`src/pkg/xec_regs.svh`:
```
/*
  Constants of the exception-entry control block: vector numbers,
  source counts and the watchdog reset stretch.
  Assumes a 100 MHz system clock and that it is included by bare name.
*/
`ifndef XEC_REGS_SVH
`define XEC_REGS_SVH

`define XEC_VEC_W        6
`define XEC_ADDR_W       16
`define XEC_IRQ_N        12
`define XEC_IRQ_IDX_W    4
`define XEC_VEC_RESET    6'h00
`define XEC_VEC_NMI      6'h07
`define XEC_VEC_TRAP     6'h08
`define XEC_VEC_BRK      6'h0c
`define XEC_VEC_IRQ      6'h0e
`define XEC_VEC_BYTES    2

`define XEC_CLK_NS       10
`define XEC_WDT_RST_NS   100
`define XEC_CNT_W        16
`define XEC_WDT_RST_CYC  ((`XEC_WDT_RST_NS + `XEC_CLK_NS - 1) / `XEC_CLK_NS)

`endif

```
`src/pkg/xec_pkg.sv`:
```
/*
  Types of the exception-entry control block.
  Assumes xec_regs.svh is on the include path.
*/
`include "xec_regs.svh"

package xec_pkg;

  typedef enum logic [1:0] {
    XEC_HOLD = 2'b00,
    XEC_RUN  = 2'b01,
    XEC_EXC  = 2'b10
  } xec_state_e;

  typedef struct packed {
    logic                    nmi;
    logic                    brk;
    logic [`XEC_IRQ_N-1:0]   irq;
  } xec_req_s;

  typedef struct packed {
    logic                    start;
    logic [`XEC_VEC_W-1:0]   vec;
    logic [`XEC_ADDR_W-1:0]  addr;
  } xec_exc_s;

endpackage

```
`src/hw/xec_top.sv`:
```
/*
  Exception-entry control: chooses when reset, trap and interrupt
  exceptions start and which vector the sequencer fetches.
  Assumes all inputs but ARST_N synchronous to CLK_SYS; the sequencer pulses
  INSN_DONE at each instruction boundary and EXC_DONE when an
  exception entry has finished.
*/
`timescale 1ns/10ps
`include "xec_regs.svh"

module xec_top (
  input  wire logic                        CLK_SYS,
  input  wire logic                        ARST_N,
  input  wire logic                        RESET_PIN_N,
  input  wire logic                        WDT_OVF,
  input  wire logic                        TRAP_EXEC,
  input  wire logic [1:0]                  TRAP_NUM,
  input  wire logic                        INSN_DONE,
  input  wire logic                        EXC_DONE,
  input  wire logic                        I_BIT,
  input  wire xec_pkg::xec_req_s           REQ,
  output xec_pkg::xec_exc_s                EXC,
  output logic                             CHIP_RST,
  output logic                             EXC_ACTIVE
);

  xec_pkg::xec_state_e        state;
  xec_pkg::xec_state_e        next_state;
  logic [`XEC_CNT_W-1:0]      wdt_cnt;
  logic [`XEC_CNT_W-1:0]      next_wdt_cnt;
  xec_pkg::xec_req_s          pend;
  xec_pkg::xec_req_s          next_pend;
  xec_pkg::xec_req_s          clr;
  xec_pkg::xec_exc_s          next_exc;
  logic                       next_chip_rst;
  logic                       next_exc_active;
  logic [`XEC_IRQ_N-1:0]      irq_open;
  logic                       irq_found;
  logic [`XEC_IRQ_IDX_W-1:0]  irq_idx;
  logic                       int_take;
  logic [`XEC_VEC_W-1:0]      int_vec;
  xec_pkg::xec_req_s          int_clr;
  logic                       reset_req;

  function automatic logic [`XEC_ADDR_W-1:0] vec_addr(
    input logic [`XEC_VEC_W-1:0] vec
  );
    vec_addr = `XEC_ADDR_W'(vec) * `XEC_ADDR_W'(`XEC_VEC_BYTES);
  endfunction

  function automatic xec_pkg::xec_exc_s launch(
    input logic [`XEC_VEC_W-1:0] vec
  );
    launch.start = 1'b1;
    launch.vec   = vec;
    launch.addr  = vec_addr(vec);
  endfunction

  // Trap numbers select four consecutive vectors
  function automatic logic [`XEC_VEC_W-1:0] trap_vec(
    input logic [1:0] num
  );
    trap_vec = `XEC_VEC_TRAP + `XEC_VEC_W'(num);
  endfunction

  // Source index maps one to one onto the interrupt vectors
  function automatic logic [`XEC_VEC_W-1:0] irq_vec(
    input logic [`XEC_IRQ_IDX_W-1:0] idx
  );
    irq_vec = `XEC_VEC_IRQ + `XEC_VEC_W'(idx);
  endfunction

  // Mask bit gates only the ordinary sources
  assign irq_open = I_BIT ? '0 : pend.irq;

  xec_prio u_prio (
    .req   (irq_open),
    .found (irq_found),
    .idx   (irq_idx)
  );

  // Interrupt choice: non-maskable, then break, then the rest
  always_comb begin
    int_take = 1'b0;
    int_vec  = `XEC_VEC_RESET;
    int_clr  = '0;
    if (pend.nmi) begin
      int_take    = 1'b1;
      int_vec     = `XEC_VEC_NMI;
      int_clr.nmi = 1'b1;
    end else if (pend.brk) begin
      int_take    = 1'b1;
      int_vec     = `XEC_VEC_BRK;
      int_clr.brk = 1'b1;
    end else if (irq_found) begin
      int_take    = 1'b1;
      int_vec     = irq_vec(irq_idx);
      int_clr.irq = `XEC_IRQ_N'(1) << irq_idx;
    end
  end

  // Either reset source takes the chip back to reset hold
  assign reset_req = !RESET_PIN_N || WDT_OVF;

  // Watchdog stretch counter
  // A low pin freezes it, so the stretch still runs out afterwards
  always_comb begin
    next_wdt_cnt = wdt_cnt;
    if (WDT_OVF) begin
      next_wdt_cnt = `XEC_CNT_W'(`XEC_WDT_RST_CYC);
    end else if (RESET_PIN_N && wdt_cnt != '0) begin
      next_wdt_cnt = wdt_cnt - `XEC_CNT_W'(1);
    end
  end

  // Sequencing of exception entry
  always_comb begin
    next_state      = state;
    next_exc        = EXC;
    next_exc.start  = 1'b0;
    next_chip_rst   = 1'b0;
    next_exc_active = EXC_ACTIVE;
    clr             = '0;
    if (reset_req) begin
      // Reset wins over anything in flight
      next_state      = xec_pkg::XEC_HOLD;
      next_chip_rst   = 1'b1;
      next_exc_active = 1'b0;
    end else begin
      case (state)
        xec_pkg::XEC_HOLD: begin
          if (wdt_cnt != '0) begin
            // Chip stays in reset until the stretch has run out
            next_chip_rst = 1'b1;
          end else begin
            // Same entry for pin and watchdog
            next_exc        = launch(`XEC_VEC_RESET);
            next_exc_active = 1'b1;
            next_state      = xec_pkg::XEC_EXC;
          end
        end
        xec_pkg::XEC_RUN: begin
          if (TRAP_EXEC) begin
            // Trap has no mask term at all
            next_exc        = launch(trap_vec(TRAP_NUM));
            next_exc_active = 1'b1;
            next_state      = xec_pkg::XEC_EXC;
          end else if (INSN_DONE && int_take) begin
            // Interrupts wait for the instruction boundary
            next_exc        = launch(int_vec);
            next_exc_active = 1'b1;
            clr             = int_clr;
            next_state      = xec_pkg::XEC_EXC;
          end
        end
        xec_pkg::XEC_EXC: begin
          // Trap and boundary pulses are ignored until entry ends
          if (EXC_DONE) begin
            if (int_take) begin
              // Chain straight into the next pending interrupt
              next_exc = launch(int_vec);
              clr      = int_clr;
            end else begin
              next_exc_active = 1'b0;
              next_state      = xec_pkg::XEC_RUN;
            end
          end
        end
        default: begin
          // Unused code: fall back to reset hold
          next_state    = xec_pkg::XEC_HOLD;
          next_chip_rst = 1'b1;
        end
      endcase
    end
  end

  // Pending requests survive masking; a new request beats its own clear
  always_comb begin
    if (next_chip_rst) begin
      next_pend = '0;
    end else begin
      next_pend.nmi = (pend.nmi & ~clr.nmi) | REQ.nmi;
      next_pend.brk = (pend.brk & ~clr.brk) | REQ.brk;
      next_pend.irq = (pend.irq & ~clr.irq) | REQ.irq;
    end
  end

  // Stretch counter
  always_ff @(posedge CLK_SYS or negedge ARST_N) begin
    if (!ARST_N) begin
      wdt_cnt <= '0;
    end else begin
      wdt_cnt <= next_wdt_cnt;
    end
  end

  // Pending requests
  always_ff @(posedge CLK_SYS or negedge ARST_N) begin
    if (!ARST_N) begin
      pend <= '0;
    end else begin
      pend <= next_pend;
    end
  end

  // Sequencer state and registered outputs
  always_ff @(posedge CLK_SYS or negedge ARST_N) begin
    if (!ARST_N) begin
      state      <= xec_pkg::XEC_HOLD;
      EXC        <= '0;
      CHIP_RST   <= 1'b1;
      EXC_ACTIVE <= 1'b0;
    end else begin
      state      <= next_state;
      EXC        <= next_exc;
      CHIP_RST   <= next_chip_rst;
      EXC_ACTIVE <= next_exc_active;
    end
  end

endmodule

```
`src/hw/xec_prio.sv`:
```
/*
  Fixed-priority picker for the maskable interrupt requests.
  Assumes bit 0 is the highest priority source.
*/
`timescale 1ns/10ps
`include "xec_regs.svh"

module xec_prio (
  input  wire logic [`XEC_IRQ_N-1:0]     req,
  output logic                           found,
  output logic [`XEC_IRQ_IDX_W-1:0]      idx
);

  always_comb begin
    found = 1'b0;
    idx   = '0;
    // Walk down so the lowest index wins
    for (int i = `XEC_IRQ_N - 1; i >= 0; i--) begin
      if (req[i]) begin
        found = 1'b1;
        idx   = i[`XEC_IRQ_IDX_W-1:0];
      end
    end
  end

endmodule

```
`config.mk`:
```
export PLATFORM = sky130hd
export DESIGN_NAME = xec_top
export DESIGN_NICKNAME = d
export VERILOG_FILES = /design/src/pkg/xec_pkg.sv /design/src/hw/xec_top.sv /design/src/hw/xec_prio.sv
export VERILOG_INCLUDE_DIRS = /design/src /design/src/pkg
export SDC_FILE = /design/constraint.sdc
export NUM_CORES = 1
export LEC_CHECK = 0
export ABC_AREA = 1
export BUFFER_PORTS_ARGS = -buffer_cell sky130_fd_sc_hd__buf_2
export CAP_MARGIN = 20
export CORE_ASPECT_RATIO = 0.5
export CORE_MARGIN = 2
export CORE_UTILIZATION = 39
export DETAILED_ROUTE_END_ITERATION = 7
export GPL_ROUTABILITY_DRIVEN = 1
export GPL_TIMING_DRIVEN = 0
export HOLD_SLACK_MARGIN = 0.08
export PLACE_DENSITY = 0.61
export SLEW_MARGIN = 40
export SYNTH_ARGS = -nofsm -noshare
export SYNTH_HDL_FRONTEND = slang
export SYNTH_SLANG_ARGS = --single-unit
```
`constraint.sdc`:
```
create_clock -name CLK_SYS -period 4.4 [get_ports CLK_SYS]
set_input_delay 0.88 -clock CLK_SYS [delete_from_list [all_inputs] [get_ports CLK_SYS]]
set_output_delay 0.88 -clock CLK_SYS [all_outputs]
set_load 0.1 [all_outputs]
```
Yosys cells after proc, flatten, opt, wreduce, memory -nomap -nowiden. Index checks and enable logic that the tools add are counted. Widths: inputs -> output; s select.

Add/subtract/negate cells: 3. Equal/unequal tests: 10. Shift-type cells: 1. Multiplexer cells: 69. Bitwise gates (word level): 10. Reductions and logical operators: 13.

Operator list (count): $mux 23 (6); $mux 14 (6); $pmux 23 s3 (1); $mux 4 (12); $mux 12 (3); $mux 16 (2); $pmux 14 s2 (1); $mux 1 (25); $reduce_bool 16->1 (1); $sub 16x1->16 const B (1); $mux 13 (1); $and 12x12->12 (1); $mux 2 (6); $ne 3x3->1 const B (4); $not 12->12 (1); $or 12x12->12 (1); $shl 1x4->12 const A (1); $mux 5 (2); $mux 6 (1); $ne 2x2->1 const B (3); $pmux 2 s3 (1); $reduce_and 6->1 (1); $add 4x2->5 const A (1); $add 4x4->5 const A (1); other kinds (18) (23).

Register bits: 57. Output and inout port bits: 25. Word-level logic and storage cells: 116.

Longest topological paths before layout.
Depth in word-level cells: 25. Mapped depth: 16. Depth with buffers taken out: 15.

Cells and area by module. A second synthesis with hierarchy kept.

Cells, all modules: 409. Area total of the unflattened synthesis: 2844.0 um^2.

By module, submodules not included: xec_top (instances 1, cells an instance 374, area an instance 2688.8 um^2); xec_prio (instances 1, cells an instance 35, area an instance 155.1 um^2).

Worst setup path before layout. No wires, ideal clock.

Kind: input -> register. Start: input port I_BIT. End: register EXC[19] in the netlist's numbering. Arrival: 2.128 ns. Required time: 4.271 ns. Slack: 2.143 ns. Cell stages on the path: 14. Buffers on the path: 1. Cell sequence: inv_2 buf_6 o21ai_4 o21ai_0 nand2_1 nand2_1 nand2_2 ha_1 a21oi_1 o21ai_0 nand2_1 nand2_1 nand2_1 o21ai_0.

Longest elaborated chain between the ends: 20. Elaborated cells on any way between the ends: 41. Classes of those cells: add/sub: 1; eq/ne: 2; mux: 36; reduce/logical: 2.

Ends and longest elaborated chain: start, declared (RTL line xec_top.sv:20) `input wire logic I_BIT,`; $mux 12 * (RTL line xec_top.sv:74) `assign irq_open = I_BIT ? '0 : pend.irq;`; $mux 4 (12 in a row) (RTL line xec_prio.sv:19) `if (req[i]) begin`; $add 4x4->5 (no line); $mux 5 (RTL line xec_top.sv:95) `end else if (irq_found) begin`; $mux 5 (RTL line xec_top.sv:91) `end else if (pend.brk) begin`; $mux 6 (RTL line xec_top.sv:87) `if (pend.nmi) begin`; $mux 23 (on tied branches) (RTL line xec_top.sv:159, xec_top.sv:148); $mux 23 (on tied branches) (RTL line xec_top.sv:158, xec_top.sv:143); $pmux 23 s3 (RTL line xec_top.sv:130) `case (state)`; end signal, assigned (RTL line xec_top.sv:216) `EXC <= next_exc;`; end, declared (RTL line xec_top.sv:22) `output xec_pkg::xec_exc_s EXC,`.

Every way passes the cells marked *; elsewhere a longest branch is shown, timed or not. The select of a mux whose other input is x is not followed. A chain may end at the register's enable or synchronous reset.

Final worst setup path. Same ends and word-level chain as after synthesis.

==> results.tsv <==
stage	metric	value	unit
run_status	status	finished, final reports clean	
final_layout	mostFrequentLayoutCells	60 x nand2_1, 45 x inv_1, 39 x dfrtp_1	
sta	period_share	54.0	%
synth	ys_types	40	
clocking	max-clock-path-buffers	2	
clocking	clkTransAtPathRegs	0.06	ns
drt	via_count	2218	
grt	grt.total_usage	16.4	%
synth	synth_top_family_by_area	simple AND/OR/NAND/NOR gates	
power_and_ir_drop	max-vdd-ir-drop	157	uV
synth	synthFlopType	dfrtp_1	
final_layout	diodes	0	
sta	fin_tns_setup	0	ns
clocking	cts.sinks	40	
drt	wl_per_cell	11.8	um
final_layout	drive_gt1_share	24.3	%
grt	grt_pass1_wl	9.40	mm
grt	grt_max_degree	41	
synth	syn_inst	332	
sta	hold_ws	0.491	ns
synth	synth_area_leaders	dfrtp_1 38%, nand2_1 8.7%, inv_1 6.6%	
synth	synthXorXnorAreaFrac	2.38	%
synth	synthArstFlopShare	100	%
final_layout	layout_commonest_cell	nand2_1	
synth	syn_area_per_cell	7.77	sq um
place	place_inst	467	
sta	rsz0062_at_grt	no	
setup_path	crit_type	in -> reg	
grt	grt_pass1_vias	2041	
synth	ys_seq_area_share	38.9	%
synth	synth_edf_count	0	
sta	slew_viol_final	0	
sta	worst_slew_pin_slew	0.523	ns
drt	postRouteAntennaNets	0	
floorplan	ioPinCount	49	
setup_path	arrival	2.54	ns
synth	synth.top_cell.area_share	37.8	%
place	place.gp.congestion	0.875	
clocking	cts_tree	built	
drt	finalWirelength	5.59	mm
sta	hold_viol	0	
clocking	cts_resized	0	
drt	drtIter0Drc	114	
setup_path	ff2ff_path_depth	11	
sta	maxSlewHeadroom	65.2	%
synth	syn_area	2580	sq um
sta	max_freq	421	MHz
floorplan	start_util	41.4	%
clocking	post_cts_buffers	0	
synth	synth_compound_area_share	14.7	%
power_and_ir_drop	leakage	1.55	nW
setup_path	r2r-start	pend[2]	
clocking	cts_root_buf	clkbuf_16	
setup_path	crit_start	I_BIT	
grt	grt_antenna_before_repair	0	
synth	synth-simple-area-share	27.5	%
drt	post-route-drc-count	0	
clocking	cts_hold_repair.buffers	0	
synth	yosys.area_share.adder	3.40	%
sta	finClkSkew	0.00901	ns
setup_path	endpoint_kind	flop	
synth	synth_warnings	0	
setup_path	r2r-end	EXC[19]	
drt	drt_first_pass_iters	4	
place	numPortBuffers	36	
clocking	cts_buffers	5	
power_and_ir_drop	power.density	394	nW/um^2
synth	synth.mux.area_fraction	0	%
synth	synth_top_area_cell	dfrtp_1	
setup_path	critPathLaunchType	primary input	
final_layout	final_nets	417	
synth	ys_ff_latch	40	
final_layout	area_growth	19.3	%
setup_path	cp_max_fo	8	
setup_path	worstPathRequired	4.56	ns
drt	viasPerCell	4.67	
final_layout	fin_cells	475	
setup_path	critical_path.endpoint	EXC[19]	
place	hpwl	4.31	mm
setup_path	ff2ff_setup_slack	2.39	ns
grt	grt_overflow_total	0	
final_layout	fillers	620	
floorplan	core_area	6230	sq um
sta	timing.final.crit_period	2.38	ns
hold_path	hold_class	reg -> reg	
sta	setup_violations	0	
clocking	clk_latency	0.28	ns
floorplan	rows	20	
clocking	htreeDepth	2	
floorplan	fp.dieArea	7320	sq um
run	cap_viol_max_count	0	
floorplan	die_width	119	um
floorplan	die_h	61.5	um
cells in the mapped netlist (all sizes together), types with 2 or more instances:
master,count
o22ai,5
nand3,26
a31oi,2
o21bai,4
o21a,4
nand4,9
nor2,29
nor3,5
nor4,3
a21oi,23
dfrtp,39
buf,19
xor2,6
o21ai,24
nand2,70
inv,50
ha,7
per-stage QoR:
step / util, % / power (mW) / setup WS [ns] / instance area, sq um
2_1_floorplan: - / 0.741 / 2.14 / 2620
6_report: 49.4 / 1.21 / 2.02 / 3080
5_1_grt: 49.4 / 1.27 / 1.83 / 3080
3_3_place_gp: 46.7 / 0.804 / 1.84 / 2910
4_1_cts: 49.4 / 1.22 / 2.08 / 3080
3_5_place_dp: 46.7 / 0.809 / 1.79 / 2910
how the worst min path moves through the flow:
stage / end / start / slack (ns) / cells past startpoint
final: wdt_cnt[0] / wdt_cnt[0] / 0.49 / 1
after detailed placement: EXC_ACTIVE / EXC_ACTIVE / 0.48 / 1
after floorplan: wdt_cnt[0] / wdt_cnt[0] / 0.46 / 1
after global placement: EXC_ACTIVE / EXC_ACTIVE / 0.47 / 1
after CTS: EXC_ACTIVE / EXC_ACTIVE / 0.50 / 1
after global routing: EXC_ACTIVE / EXC_ACTIVE / 0.51 / 1
worst max-delay path: stages:
cell	delay, ns
buf_2	0.10
inv_2	0.12
o21ai_1	0.13
nand2_1	0.12
inv_1	0.05
nor2_1	0.14
clkinv_1	0.25
ha_1	0.27
a21oi_1	0.13
o21ai_0	0.10
nand2_1	0.07
nand2_1	0.05
nand2_1	0.05
o21ai_0	0.06
registers in the layout, indices dropped and copies added, names as in the netlist:
register / count
CHIP_RST: 1
EXC: 6
EXC_ACTIVE: 1
pend: 14
state: 2
wdt_cnt: 16
kinds of logic (layout without fill, tap and decap cells):
group	Yosys count	count (layout)
and+or+nand+nor	143	143
xor gates and xnor gates	7	7
buffers and inverters	70	114
adders and majority gates	7	7
AOI/OAI and AO/OA	64	64
other	1	12
DFF	40	40
area by class of cell:
cell class	count	area, sq um	area share (%)
clock buffer	6	129	4.19
inverter	51	194	6.30
tap	88	110	3.58
timing repair buffer	36	183	5.94
multi-input combinational	233	1280	41.6
clock inverter	2	35.0	1.14
buffer	19	144	4.68
sequential	40	1000	32.6
report_power, final:
part | switching, mW | internal [mW]
Combinational | 0.311 | 0.0858
Clock | 0.143 | 0.267
Sequential | 0.0157 | 0.389
Total | 0.469 | 0.742
metal layers:
layer / GRT usage, % / wire, um / share of wire [%] / up-vias
met4: 4.76 / 42 / 0.75 / 0
met3: 3.70 / 246 / 4.4 / 4
li1: - / - / - / 1158
met1: 21.7 / 2790 / 50 / 1012
met2: 27.9 / 2510 / 45 / 44
met5: 0 / 0 / 0 / -
Note: power is estimated with default switching activity, not from simulation.
